`src/design/fcu_pkg.sv`:
```
// Purpose: constants and types for the parallel flash command controller
// Assumes: byte-wide flash with 19 address bits, driven from a 125 MHz clock
// Notes: register map is the controller's own, reached over classic Wishbone
// How it works
// - Unlock pair is AAh to 5555h then 55h to 2AAAh.
// - Unlock pair precedes commands; in six-write sequences at cycles 1-2 and 4-5.
// - Reset to read array is F0h, optionally preceded by unlock pair.
// - After reset issued during erase, wait 5 us before any read.
// - Signature setup is unlock pair then 90h to 5555h.
// - Protection query is the only protection check, never during protection procedure.
// - Chip erase: unlock, 80h to 5555h, unlock, 10h to 5555h.
// - Status bits 0, 1, 2 and 4 are reserved and masked by host.
// - Operation finished when two successive reads give same toggle_flag.
package fcu_pkg;
    localparam int CLK_MHZ = 125;
    localparam int ADDR_W = 19;
    // Bus phase counter loads; each phase lasts one clock cycle more than its value (8 ns each)
    localparam logic [3:0] SETUP_CYC = 4'h3;
    localparam logic [3:0] PULSE_CYC = 4'h9;
    localparam logic [3:0] HOLD_CYC = 4'h3;
    localparam int RST_WAIT_US = 5;
    localparam int RST_WAIT_CYC = RST_WAIT_US * CLK_MHZ;
    localparam logic [18:0] UNLOCK_ADDR1 = 19'h05555;
    localparam logic [18:0] UNLOCK_ADDR2 = 19'h02aaa;
    localparam logic [7:0] UNLOCK_DATA1 = 8'haa;
    localparam logic [7:0] UNLOCK_DATA2 = 8'h55;
    localparam logic [7:0] CMD_RESET = 8'hf0;
    localparam logic [7:0] CMD_SIG = 8'h90;
    localparam logic [7:0] CMD_ERASE_SETUP = 8'h80;
    localparam logic [7:0] CMD_CHIP_CONFIRM = 8'h10;
    // Status bit positions
    localparam int BIT_POLL = 7;
    localparam int BIT_TOGGLE = 6;
    localparam int BIT_FAIL = 5;
    localparam int BIT_TIMER = 3;
    localparam logic [7:0] STATUS_MASK = 8'he8;
    // Query addresses
    localparam logic [18:0] SIG_MAKER_ADDR = 19'h00000;
    localparam logic [18:0] SIG_DEVICE_ADDR = 19'h00001;
    localparam logic [18:0] SIG_PROT_ADDR = 19'h00002;
    localparam int BLK_LSB = 16;
    // Wishbone register offsets (byte addresses)
    localparam logic [3:0] REG_CTRL = 4'h0;
    localparam logic [3:0] REG_ADDR = 4'h4;
    localparam logic [3:0] REG_DATA = 4'h8;
    localparam logic [3:0] REG_STAT = 4'hc;
    // Operation codes written to CTRL[2:0]
    localparam logic [2:0] OP_READ = 3'h1;
    localparam logic [2:0] OP_WRITE = 3'h2;
    localparam logic [2:0] OP_RESET = 3'h3;
    localparam logic [2:0] OP_SIG = 3'h4;
    localparam logic [2:0] OP_PROT = 3'h5;
    localparam logic [2:0] OP_CHIP_ERASE = 3'h6;
    localparam logic [2:0] OP_POLL = 3'h7;

    typedef struct packed {
        logic [18:0] addr;
        logic [7:0] data;
        logic rd;
    } fcu_cycle_t;

    typedef struct packed {
        logic busy;
        logic done_ok;
        logic failed;
        logic erasing;
    } fcu_stat_t;

    typedef enum logic [4:0] {
        ST_IDLE = 5'b00001,
        ST_SETUP = 5'b00010,
        ST_PULSE = 5'b00100,
        ST_HOLD = 5'b01000,
        ST_WAIT = 5'b10000
    } fcu_state_t;
endpackage

```
`src/design/fcu_ctrl.sv`:
```
// Purpose: host controller that drives the flash command interface through its pins
// Assumes: flash data pins are asynchronous and are synchronised before use
// Notes: one operation at a time; software polls the status register
//
// The Wishbone slave port and the address map were decided locally.
`timescale 1ns/1ps
`default_nettype none
module fcu_ctrl
    import fcu_pkg::*;
(
    // Clock and reset
    input wire logic clk_i,
    input wire logic rst_i,
    // Wishbone slave
    input wire logic cyc_i,
    input wire logic stb_i,
    input wire logic we_i,
    input wire logic [3:0] adr_i,
    input wire logic [3:0] sel_i,
    input wire logic [31:0] dat_i,
    output logic [31:0] dat_o,
    output logic ack_o,
    // Flash pins
    output logic [18:0] fl_addr_o,
    output logic [7:0] fl_dq_o,
    output logic fl_dq_oe_o,
    input wire logic [7:0] fl_dq_i,
    output logic fl_ce_n_o,
    output logic fl_oe_n_o,
    output logic fl_we_n_o
);
    fcu_state_t state;
    fcu_cycle_t seq [0:5];
    logic [2:0] seq_len;
    logic [2:0] seq_idx;
    logic [3:0] phase_cnt;
    logic [9:0] wait_cnt;
    logic [2:0] op;
    logic [18:0] user_addr;
    logic [7:0] user_wdata;
    logic [7:0] rdata;
    logic [7:0] last_status;
    logic have_last;
    logic erasing;
    // Remembers that the reset op was issued mid-erase; erasing itself is cleared at its start
    logic reset_in_erase;
    fcu_stat_t stat;
    logic [7:0] dq_meta;
    logic [7:0] dq_sync;
    logic start;

    function automatic fcu_cycle_t wr(input logic [18:0] a, input logic [7:0] d);
        fcu_cycle_t c;
        c.addr = a;
        c.data = d;
        c.rd = 1'b0;
        return c;
    endfunction

    function automatic fcu_cycle_t rd(input logic [18:0] a);
        fcu_cycle_t c;
        c.addr = a;
        c.data = 8'h00;
        c.rd = 1'b1;
        return c;
    endfunction

    assign start = cyc_i && stb_i && we_i && !ack_o && adr_i == REG_CTRL && sel_i[0]
        && state == ST_IDLE && dat_i[2:0] != 3'h0;

    // Two-stage synchroniser for the data pins
    always_ff @(posedge clk_i) begin
        dq_meta <= fl_dq_i;
        dq_sync <= dq_meta;
    end

    // Wishbone: single-cycle ack, reads of registers
    always_ff @(posedge clk_i) begin
        if (rst_i) begin
            ack_o <= 1'b0;
            dat_o <= 32'h0;
        end else begin
            ack_o <= cyc_i && stb_i && !ack_o;
            unique case (adr_i)
                REG_ADDR: dat_o <= {13'h0, user_addr};
                REG_DATA: dat_o <= {24'h0, rdata};
                REG_STAT: dat_o <= {20'h0, last_status, stat};
                default: dat_o <= 32'h0;
            endcase
        end
    end

    always_ff @(posedge clk_i) begin
        if (rst_i) begin
            user_addr <= 19'h0;
            user_wdata <= 8'h0;
        end else if (cyc_i && stb_i && we_i && !ack_o) begin
            if (adr_i == REG_ADDR) user_addr <= dat_i[18:0];
            if (adr_i == REG_DATA && sel_i[0]) user_wdata <= dat_i[7:0];
        end
    end

    // Build the pin cycle list for each operation
    always_ff @(posedge clk_i) begin
        if (rst_i) begin
            seq_len <= 3'h0;
            op <= 3'h0;
            for (int i = 0; i < 6; i++) begin
                seq[i] <= '0;
            end
        end else if (start) begin
            op <= dat_i[2:0];
            seq[0] <= wr(UNLOCK_ADDR1, UNLOCK_DATA1);
            seq[1] <= wr(UNLOCK_ADDR2, UNLOCK_DATA2);
            unique case (dat_i[2:0])
                OP_READ: begin
                    seq[0] <= rd(user_addr);
                    seq_len <= 3'h1;
                end
                OP_WRITE: begin
                    seq[0] <= wr(user_addr, user_wdata);
                    seq_len <= 3'h1;
                end
                OP_RESET: begin
                    seq[2] <= wr(UNLOCK_ADDR1, CMD_RESET);
                    seq_len <= 3'h3;
                end
                OP_SIG: begin
                    seq[2] <= wr(UNLOCK_ADDR1, CMD_SIG);
                    // low address bit picks maker or device code
                    seq[3] <= rd(user_addr[0] ? SIG_DEVICE_ADDR : SIG_MAKER_ADDR);
                    seq_len <= 3'h4;
                end
                OP_PROT: begin
                    seq[2] <= wr(UNLOCK_ADDR1, CMD_SIG);
                    seq[3] <= rd(SIG_PROT_ADDR | {user_addr[18:16], 16'h0});
                    seq_len <= 3'h4;
                end
                OP_CHIP_ERASE: begin
                    seq[2] <= wr(UNLOCK_ADDR1, CMD_ERASE_SETUP);
                    seq[3] <= wr(UNLOCK_ADDR1, UNLOCK_DATA1);
                    seq[4] <= wr(UNLOCK_ADDR2, UNLOCK_DATA2);
                    seq[5] <= wr(UNLOCK_ADDR1, CMD_CHIP_CONFIRM);
                    seq_len <= 3'h6;
                end
                default: begin
                    seq[0] <= rd(user_addr);
                    seq_len <= 3'h1;
                end
            endcase
        end
    end

    // Pin sequencer: setup, strobe low, hold, then next cycle
    always_ff @(posedge clk_i) begin
        if (rst_i) begin
            state <= ST_IDLE;
            seq_idx <= 3'h0;
            phase_cnt <= 4'h0;
            wait_cnt <= 10'h0;
        end else begin
            unique case (state)
                ST_IDLE: if (start) begin
                    state <= ST_SETUP;
                    seq_idx <= 3'h0;
                    phase_cnt <= SETUP_CYC;
                end
                ST_SETUP: if (phase_cnt == 4'h0) begin
                    state <= ST_PULSE;
                    phase_cnt <= PULSE_CYC;
                end else phase_cnt <= phase_cnt - 4'h1;
                ST_PULSE: if (phase_cnt == 4'h0) begin
                    state <= ST_HOLD;
                    phase_cnt <= HOLD_CYC;
                end else phase_cnt <= phase_cnt - 4'h1;
                ST_HOLD: if (phase_cnt != 4'h0) begin
                    phase_cnt <= phase_cnt - 4'h1;
                end else if (seq_idx + 3'h1 < seq_len) begin
                    seq_idx <= seq_idx + 3'h1;
                    state <= ST_SETUP;
                    phase_cnt <= SETUP_CYC;
                end else if (op == OP_RESET && reset_in_erase) begin
                    state <= ST_WAIT;
                    wait_cnt <= 10'(RST_WAIT_CYC);
                end else state <= ST_IDLE;
                ST_WAIT: if (wait_cnt == 10'h0) state <= ST_IDLE;
                    else wait_cnt <= wait_cnt - 10'h1;
                default: state <= ST_IDLE;
            endcase
        end
    end

    // Pins: address held through the whole cycle, strobe only in pulse phase
    always_ff @(posedge clk_i) begin
        if (rst_i) begin
            fl_addr_o <= 19'h0;
            fl_dq_o <= 8'h0;
            fl_dq_oe_o <= 1'b0;
            fl_ce_n_o <= 1'b1;
            fl_oe_n_o <= 1'b1;
            fl_we_n_o <= 1'b1;
        end else begin
            fl_addr_o <= seq[seq_idx].addr;
            fl_dq_o <= seq[seq_idx].data;
            fl_dq_oe_o <= (state != ST_IDLE && state != ST_WAIT) && !seq[seq_idx].rd;
            fl_ce_n_o <= !(state == ST_PULSE);
            fl_oe_n_o <= !(state == ST_PULSE && seq[seq_idx].rd);
            fl_we_n_o <= !(state == ST_PULSE && !seq[seq_idx].rd);
        end
    end

    // Capture read data at end of pulse; decode erase status
    always_ff @(posedge clk_i) begin
        if (rst_i) begin
            rdata <= 8'h0;
            last_status <= 8'h0;
            have_last <= 1'b0;
            erasing <= 1'b0;
            reset_in_erase <= 1'b0;
            stat <= '0;
        end else begin
            stat.busy <= state != ST_IDLE || start;
            stat.erasing <= erasing;
            if (start && dat_i[2:0] == OP_CHIP_ERASE) begin
                erasing <= 1'b1;
                have_last <= 1'b0;
                stat.done_ok <= 1'b0;
                stat.failed <= 1'b0;
            end
            if (start && dat_i[2:0] == OP_RESET) begin
                reset_in_erase <= erasing;
                erasing <= 1'b0;
                stat.failed <= 1'b0;
            end
            if (state == ST_PULSE && phase_cnt == 4'h0 && seq[seq_idx].rd) begin
                rdata <= dq_sync;
                if (op == OP_POLL) begin
                    last_status <= dq_sync & STATUS_MASK;
                    have_last <= 1'b1;
                    // steady toggle on two reads means finished
                    if (erasing && have_last
                        && dq_sync[BIT_TOGGLE] == last_status[BIT_TOGGLE]) begin
                        erasing <= 1'b0;
                        stat.done_ok <= dq_sync[BIT_POLL];
                    // Array data after completion may have bit 5 set; trust it only while busy
                    end else if (erasing && !dq_sync[BIT_POLL] && dq_sync[BIT_FAIL]) begin
                        stat.failed <= 1'b1;
                    end
                end
            end
        end
    end
endmodule
`default_nettype wire

```
`config.mk`:
```
export PLATFORM = sky130hd
export DESIGN_NAME = fcu_ctrl
export DESIGN_NICKNAME = d
export VERILOG_FILES = /design/src/design/fcu_pkg.sv /design/src/design/fcu_ctrl.sv
export SDC_FILE = /design/constraint.sdc
export NUM_CORES = 1
export LEC_CHECK = 0
export BUFFER_PORTS_ARGS = -buffer_cell sky130_fd_sc_hd__buf_2
export CAP_MARGIN = 25
export CORE_MARGIN = 3
export CORE_UTILIZATION = 39
export CTS_BUF_LIST = sky130_fd_sc_hd__clkbuf_4 sky130_fd_sc_hd__clkbuf_8 sky130_fd_sc_hd__clkbuf_16
export DETAILED_ROUTE_END_ITERATION = 12
export GPL_TIMING_DRIVEN = 0
export PLACE_DENSITY_LB_ADDON = 0.08
export SYNTH_ARGS = -nofsm -noshare
export SYNTH_HDL_FRONTEND = slang
export SYNTH_SLANG_ARGS = --single-unit
```
`constraint.sdc`:
```
create_clock -name clk_i -period 5.15 [get_ports clk_i]
set_clock_uncertainty 0.2 [all_clocks]
set_input_delay 0.7725 -clock clk_i [delete_from_list [all_inputs] [get_ports clk_i]]
set_output_delay 0.7725 -clock clk_i [all_outputs]
set_load 0.005 [all_outputs]
```
### Yosys cells after proc, flatten, opt, wreduce, memory -nomap -nowiden

Memory sizes are Yosys's and may differ from the RTL's. A register that Yosys moved wholly into a read port is not among the register bits.
Index checks and enable logic that the tools add are counted.

* $add $sub $neg: 3
* $mul: 0
* divide/modulo/power cells: 0
* order comparisons: 1
* equality and inequality tests: 29
* shifts and indexed selects: 0
* mux-type cells: 90
* bitwise logic cells: 14
* reductions and logical operators: 46

Operators by type and width (number)
* 28-bit two-way mux: 14
* 19-bit one-hot mux with 3 select lines: 1
* 1-bit two-way mux: 46
* 10-bit two-way mux: 4
* 5-bit two-way mux: 7
* 5-bit one-hot mux with 5 select lines: 1
* 1-bit logical AND: 22
* 4-bit two-way mux: 5
* 10-bit one-hot mux with 2 select lines: 1
* 2-bit != test (second input constant): 9
* 4-bit one-hot mux with 4 select lines: 1
* 3-bit two-way mux: 5
* 1-bit OR: 14
* 3-bit == test (second input constant): 4
* 10-bit logical NOT: 1
* 5-bit AND reduction: 2
* 10-bit by 1-bit subtractor with 10-bit output (second input constant): 1
* 3-bit by 2-bit == test with 1-bit output (second input constant): 3
* 3-bit one-hot mux with 3 select lines: 1
* 4-bit == test (second input constant): 2
* 4-bit logical NOT: 2
* 4-bit nonzero test: 2
* 1-bit logical NOT: 6
* 2-bit two-way mux: 3
* other kinds (23): 26

* register bits after elaboration: 154
* bits in latches: 0
* memory bits (writable): 168
* ROM bits: 0
* input bits: 53
* logic and storage cells: 211
* memories: 1

Memories
* seq: depth 6, width 28, read ports 1, clocked after memory_dff 1, wr ports 6, line fcu_ctrl.sv:33 `fcu_cycle_t seq [0:5];`

### Logic depth before layout (Yosys ltp)

Gate-level depths: netlist of the first run.

* word-level depth: 14
* gate-level depth with buffers: 9
* mapped depth without buffers: 8

### Worst setup path after synthesis of the first run

OpenSTA, ideal clock, no wires.

* kind: input to register
* from: in adr_i[2]
* to: mem seq[0][0] in the netlist's numbering (enable)
* library setup time: 452 ps
* arrival: 3556 ps
* data required time: 4498 ps
* path slack: 942 ps
* stages: 5
* path buffers: 1
* path through: clkbuf_1 -> nor3b_2 -> and3_1 -> nand2_1 -> o21ai_0

RTL lines
* start: declaration: line fcu_ctrl.sv:18 `input wire logic [3:0] adr_i,`
* end: declaration: line fcu_ctrl.sv:33

==> flow_metrics.env, run 1 <==
export IMPL_yosys_warnings=0
export IMPL_routed_wl_um=18440
export IMPL_io_pins=117
export IMPL_slew_headroom=0.3243
export IMPL_worstPathMaxFanout=16
export IMPL_port_buffers=83
export IMPL_synthCells=725
export IMPL_ys_seq_elements=185
export IMPL_crit_top_cell="clkbuf_1"
export IMPL_status="complete, no violations"
export IMPL_n_antenna_cell=0
export IMPL_die_height_um=142.4
export IMPL_synth_top_area_cell="dfxtp_1"
export IMPL_cts_resized=0
export IMPL_r2r_start="state[2]$_SDFFE_PP0P_"
export IMPL_antenna_found_initial=0
export IMPL_cts_hold_buf=0
export IMPL_finalMaxSlewViolations=0
export IMPL_worstSkewPairLatency_ps=430
export IMPL_vdd_drop_max_v=0.0002457
export IMPL_synth_edf_count=38
export IMPL_cpLargestDelayFamily="buffers and inverters"
export IMPL_worst_pin_slew_ps=1006
export IMPL_wl_per_cell_um=17.04
export IMPL_dr_pass1_iters=5
export IMPL_period_needed_ps=3021
export IMPL_clockBufferDepth=2
export IMPL_finalCritPeriodShare=0.5865
export IMPL_via_per_inst=5.218
export IMPL_drtAntennaViolNets=0
export IMPL_yosys_most_used_dff="dfxtp_1"
export IMPL_grt_ovfl_total=0
export IMPL_grt_total_usage=0.1826
export IMPL_dp_slack_ps=1626
export IMPL_coreArea_mm2=0.01815
export IMPL_setup_violations=0
export IMPL_remaining_drc_errors=0
export IMPL_synthTopCellsByArea="dfxtp_1, edfxtp_1, mux2i_1"
export IMPL_crit_type="primary input to register"
export IMPL_grt_pass1_wl_um=28880
export IMPL_area_growth_pct=18.45
export IMPL_fp_dieArea_mm2=0.02027
export IMPL_clkSinkCount=185
export IMPL_num_rows=49
export IMPL_setup_ws_ps=2129
export IMPL_layout_nets=897
export IMPL_fill_cells=1745
export IMPL_grt_max_degree=19
export IMPL_power_density_mw_per_mm2=365.7
export IMPL_yosysSeqAreaShare=0.5630
export IMPL_p_leak_nw=3.603
export IMPL_post_cts_buffers=0
export IMPL_via_count=5646
export IMPL_layoutNonFillerInstCount=1082
export IMPL_crit_buf_inv=5
export IMPL_postLayoutCellArea_mm2=0.008593
export IMPL_fp_dieW_um=142.4
export IMPL_synth_area_per_cell_um2=10.01
export IMPL_fmax_ghz=0.3311
export IMPL_r2r_slack_ps=2290
export IMPL_synth_area_mm2=0.007254
export IMPL_critical_path_max_stage_delay_ps=530
export IMPL_synth_distinct_cells=67
export IMPL_first_iter_violations=561
export IMPL_hp_start="dq_meta[1]$_DFF_P_"
export IMPL_drive_gt1_frac=0.1852
export IMPL_dp_hpwl_um=13720
export IMPL_grt_pass1_vias=5306
export IMPL_cts_root_buffer="clkbuf_16"
export IMPL_cp_end_kind="register"
export IMPL_place_area_mm2=0.008020
export IMPL_numCtsBuffers=17
export IMPL_worstPathCellList="buf_2, clkbuf_1, inv_1, clkbuf_1, o21ai_2, buf_8"
export IMPL_htree_levels=4
export IMPL_fin_util=0.4735
export IMPL_synth_top_area_frac=0.4057
export IMPL_cp_arrival_ps=2960
export IMPL_reg2reg_depth=7
export IMPL_r2r_end="seq[0][14]$_SDFFCE_PP0P_"
export IMPL_finalHoldViolCount=0
export IMPL_maxCapViolCount=0
export IMPL_async_reset_ff_frac=0
export IMPL_rsz0062_at_grt="no"
export IMPL_place_inst=1050
export IMPL_min_to="dq_sync[1]$_DFF_P_"
export IMPL_globalplace_congestion=0.8423
export IMPL_hp_class="register to register"
export IMPL_cts_tree="yes"
export IMPL_critPathLaunchType="primary input"
export IMPL_path_clk_slew_ps=70
export IMPL_crit_slowest_cell="clkbuf_1"
export IMPL_start_util=0.3998
export IMPL_worstPathRequired_ps=5090
export IMPL_hold_path_depth=0
==> Yosys cell counts (4+ instances only) <==
library cell    n
and3_1         18
nor3_1         17
a21o_1         10
a31oi_1         7
or3_1           7
nand4_1         7
buf_4          14
o21a_1          9
nor4_1          5
nor2_1         73
o21ai_0        29
nand3_1        11
clkbuf_1       31
and2_1         18
dfxtp_1       147
nor2b_1         6
mux2_2          7
buf_1           4
a211oi_1        5
a21oi_1        55
mux2i_1        29
o211ai_1        4
edfxtp_1       38
a22oi_1        12
inv_1          21
ha_1            4
o31ai_1         4
or2_2           5
nand2_1        69
==> sequential cells by signal (all words and copies together) (netlist names), 10 cells and up, named ones only <==
name / count
wait_cnt: 10
dat_o: 19
fl_addr_o: 19
seq: 41
user_addr: 19
==> layout make-up <==
| cell class | count | area (um2) | area share |
|---|---|---|---|
| multi-input cells | 479 | 2889 | 0.3362 |
| clock buffers | 19 | 446.7 | 0.05198 |
| repair buffers | 84 | 430.4 | 0.05009 |
| flip-flops and latches | 185 | 4084 | 0.4752 |
| plain buffers | 52 | 251.5 | 0.02927 |
| inverters | 21 | 78.83 | 0.009173 |
| clock inverters | 13 | 126.4 | 0.01471 |
| well taps | 229 | 286.5 | 0.03334 |
==> cell usage in the layout (no fill, tap or decap), types with 4 or more instances in the layout <==
cell type  netlist  final
a21o_1          10     10
mux2_2           7      7
nand3_1         11     11
or3_1            7      7
buf_1            4      4
edfxtp_1        38     38
inv_8            0      4
dfxtp_1        147    147
a21oi_1         55     55
conb_1           1     13
a22oi_1         12     12
a211oi_1         5      5
and2_1          18     18
a31oi_1          7      7
buf_2            3     86
o21ai_0         29     28
nor3_1          17     17
nor4_1           5      5
and3_1          18     18
inv_6            0      5
clkbuf_16        0     17
buf_4           14     14
nand4_1          7      7
ha_1             4      4
inv_1           21     21
nor2_1          73     73
nand2_1         69     69
o21a_1           9      9
o31ai_1          4      4
nor2b_1          6      6
o211ai_1         4      4
clkbuf_1        31     31
or2_2            5      5
mux2i_1         29     29
==> per-layer routing <==
layer	routed length (um)	global-route usage
met1	8757	0.2576
met2	8550	0.2865
met3	899	0.03495
met4	229	0.05453
met5	0	0
==> cells by family (layout without fill, tap and decap cells) <==
kind of cell             after synthesis  in the layout  synth area share
AND/OR/NAND/NOR                      258            258            0.1785
AO/OA/AOI/OAI                        162            162            0.1475
XOR/XNOR                               6              6          0.007245
adder cells (fa/ha/maj)                4              4          0.006899
other                                  1             13         0.0005169
flip-flops                           185            185            0.5630
multiplexers                          36             36           0.05088
buffers and inverters                 73            189           0.04553
==> power by group <==
part           internal (W)  switching, W
logic              0.000118      0.000206
registers           0.00152     0.0000301
clock network      0.000661      0.000607
==> metrics by stage <==
stage | total power, W | TNS, ps | hold slack, ps
after global placement | 0.001900 | -3126 | 109.7
after detailed placement | 0.001906 | 0 | 114.3
after CTS | 0.003171 | 0 | 131.2
final | 0.003143 | 0 | 127.8
after global routing | 0.003269 | 0 | 133.3
after floorplan | 0.001799 | 0 | 109.6
==> how the worst max path moves through the flow <==
stage               startpoint                  endpoint  slack [ps]  cells past startpoint
finish                   rst_i  seq[0][14]$_SDFFCE_PP0P_        2130                      6
floorplan             adr_i[2]   seq[0][0]$_SDFFCE_PP0P_         940                      5
global placement      adr_i[2]  seq[0][24]$_SDFFCE_PP0P_        -110                      5
global route             rst_i  seq[0][14]$_SDFFCE_PP0P_        1990                      6
CTS                      rst_i   seq[0][1]$_SDFFCE_PP0P_        2080                      6
detailed placement       rst_i  seq[0][24]$_SDFFCE_PP0P_        1630                      6
==> worst reg2reg max path: stages (launching register included) <==
cell and delay (ps):
dfxtp_1 300, clkbuf_1 180, nor3_2 300, and3b_1 260, buf_4 190, nand2_1 150
o21ai_2 730, buf_8 250
Power figures use the tool's default switching activity.
==> run 2, diff against run 1 <==
clock period = 2.8 ns   (was 5.15 ns; I/O delays follow)
==> flow_metrics.env, run 2 (synthesized netlist as in run 1, its figures left out) <==
export IMPL_dr_pass1_iters=5
export IMPL_use_met3=0.04234
export IMPL_r2r_end="wait_cnt[2]$_SDFFE_PP0P_"
export IMPL_die_height_um=142.4
export IMPL_finalMaxSlewViolations=0
export IMPL_place_area_mm2=0.008033
export IMPL_cp_end_kind="register"
export IMPL_numCtsBuffers=17
export IMPL_tns_ps=0
export IMPL_io_pins=117
export IMPL_period_needed_ps=2624
export IMPL_grt_max_degree=21
export IMPL_r2r_slack_ps=180
export IMPL_slew_headroom=0.3785
export IMPL_finalCritPeriodShare=0.9371
export IMPL_routed_wl_um=18490
export IMPL_largest_register_ff_count=41
export IMPL_layout_commonest_cell="dfxtp_1"
export IMPL_postLayoutCellArea_mm2=0.008743
export IMPL_worstSkewPairLatency_ps=440
export IMPL_globalplace_congestion=0.8284
export IMPL_r2r_start="seq_idx[0]$_SDFFE_PP0P_"
export IMPL_cts_tree="yes"
export IMPL_maxCapViolCount=0
export IMPL_layout_nets=906
export IMPL_worstPathRequired_ps=2930
export IMPL_worstPathMaxFanout=10
export IMPL_via_count=5613
export IMPL_port_buffers=83
export IMPL_grt_ovfl_total=0
export IMPL_finalHoldViolCount=0
export IMPL_clkSinkCount=185
export IMPL_vdd_drop_max_v=0.0003967
export IMPL_cp_arrival_ps=2750
export IMPL_fp_dieArea_mm2=0.02027
export IMPL_crit_type="register to register"
export IMPL_clockBufferDepth=2
export IMPL_final_cell_mix="dfxtp_1, buf_2, nor2_1"
export IMPL_critPathLaunchType="register"
export IMPL_setup_violations=0
export IMPL_p_leak_nw=3.660
export IMPL_area_growth_pct=20.52
export IMPL_remaining_drc_errors=0
export IMPL_htree_levels=4
export IMPL_hp_class="primary input to register"
export IMPL_start_util=0.3998
export IMPL_antenna_found_initial=0
export IMPL_via_per_inst=5.145
export IMPL_power_w=0.005844
export IMPL_grt_pass1_wl_um=28950
export IMPL_crit_start="seq_idx[0]$_SDFFE_PP0P_"
export IMPL_path_clk_slew_ps=80
export IMPL_drtAntennaViolNets=0
export IMPL_holdWs_ps=18.71
export IMPL_fp_dieW_um=142.4
export IMPL_largest_register="seq"
export IMPL_reg2reg_depth=9
export IMPL_met1_usage=0.2519
export IMPL_gr_max_usage_layer="met2"
export IMPL_wl_per_cell_um=16.95
export IMPL_grt_total_usage=0.1840
export IMPL_worst_pin_slew_ps=923.7
export IMPL_n_antenna_cell=0
export IMPL_grt_pass1_vias=5328
export IMPL_num_rows=49
export IMPL_cts_root_buffer="clkbuf_16"
export IMPL_coreArea_mm2=0.01815
export IMPL_place_inst=1050
export IMPL_power_density_mw_per_mm2=668.4
export IMPL_status="complete, no violations"
export IMPL_critPathCapture="wait_cnt[2]$_SDFFE_PP0P_"
export IMPL_dp_hpwl_um=13620
export IMPL_drive_gt1_frac=0.1868
export IMPL_layoutNonFillerInstCount=1091
export IMPL_grt_use_met2=0.2929
export IMPL_fmax_ghz=0.3811
export IMPL_first_iter_violations=435
-- run 2: cell count changes in the layout (fill, tap and decap cells not counted), sizes merged --
cell	change
dlygate4sd3	+8
clkinv	+4
clkbuf	-1
clkinvlp	-1
inv	-1
-- run 2: metrics by stage --
stage                     utilization  setup slack (ps)
final                          0.4818             176.0
after CTS                      0.4799             9.726
after global placement         0.4411            -396.3
after global routing           0.4818            -5.971
after detailed placement       0.4426            -277.2
after floorplan                     -             215.4
-- run 2: critical path: stages (launching register included) --
cell	delay (ps)
dfxtp_1	340
ha_1	240
xor2_1	160
ha_1	330
a21o_1	170
a31oi_4	60
o32ai_1	340
clkbuf_4	280
o211ai_1	100
a32o_1	280
-- run 2: per-layer routing --
metal | vias to the layer above | part of all wire | routed length (um)
met2 | 147 | 0.47 | 8637
li1 | 2799 | - | -
met3 | 19 | 0.047 | 863
met4 | 0 | 0.013 | 234
met5 | - | 0 | 0
met1 | 2648 | 0.47 | 8754
-- run 2: worst min path at each step --
stage | start | end | slack, ps | cells past startpoint
finish | dat_i[13] | user_addr[13]$_SDFFE_PP0P_ | 20 | 3
detailed placement | dq_meta[5]$_DFF_P_ | dq_sync[5]$_DFF_P_ | 110 | 0
global placement | dq_meta[6]$_DFF_P_ | dq_sync[6]$_DFF_P_ | 110 | 0
CTS | dat_i[13] | user_addr[13]$_SDFFE_PP0P_ | 2 | 3
floorplan | dq_meta[0]$_DFF_P_ | dq_sync[0]$_DFF_P_ | 110 | 0
global route | dat_i[12] | user_addr[12]$_SDFFE_PP0P_ | 20 | 3
-- run 2: layout make-up --
class	instances	area (um2)
buffer	52	254.0
clock buffer	17	425.4
clock inverter	15	170.2
fill	1778	9404
inverter	21	78.83
multi-input combinational	479	2917
sequential	185	4084
tap	229	286.5
timing repair buffer	93	528.0
-- run 2: timing repair --
item	4_1_cts	5_1_grt
endpoints found under the hold margin	8	0
resized for setup	0	5
setup endpoints to repair	0	31
buffers inserted	0	0
hold buffers	8	0
-- run 2: where the power goes --
group	switching [W]	internal (W)	leakage, nW	total (W)
combinational	0.000392	0.000228	1.78	0.000619
sequential	0.0000548	0.00279	1.59	0.00285
clock	0.00117	0.00120	0.293	0.00238
total	0.00162	0.00423	3.66	0.00584
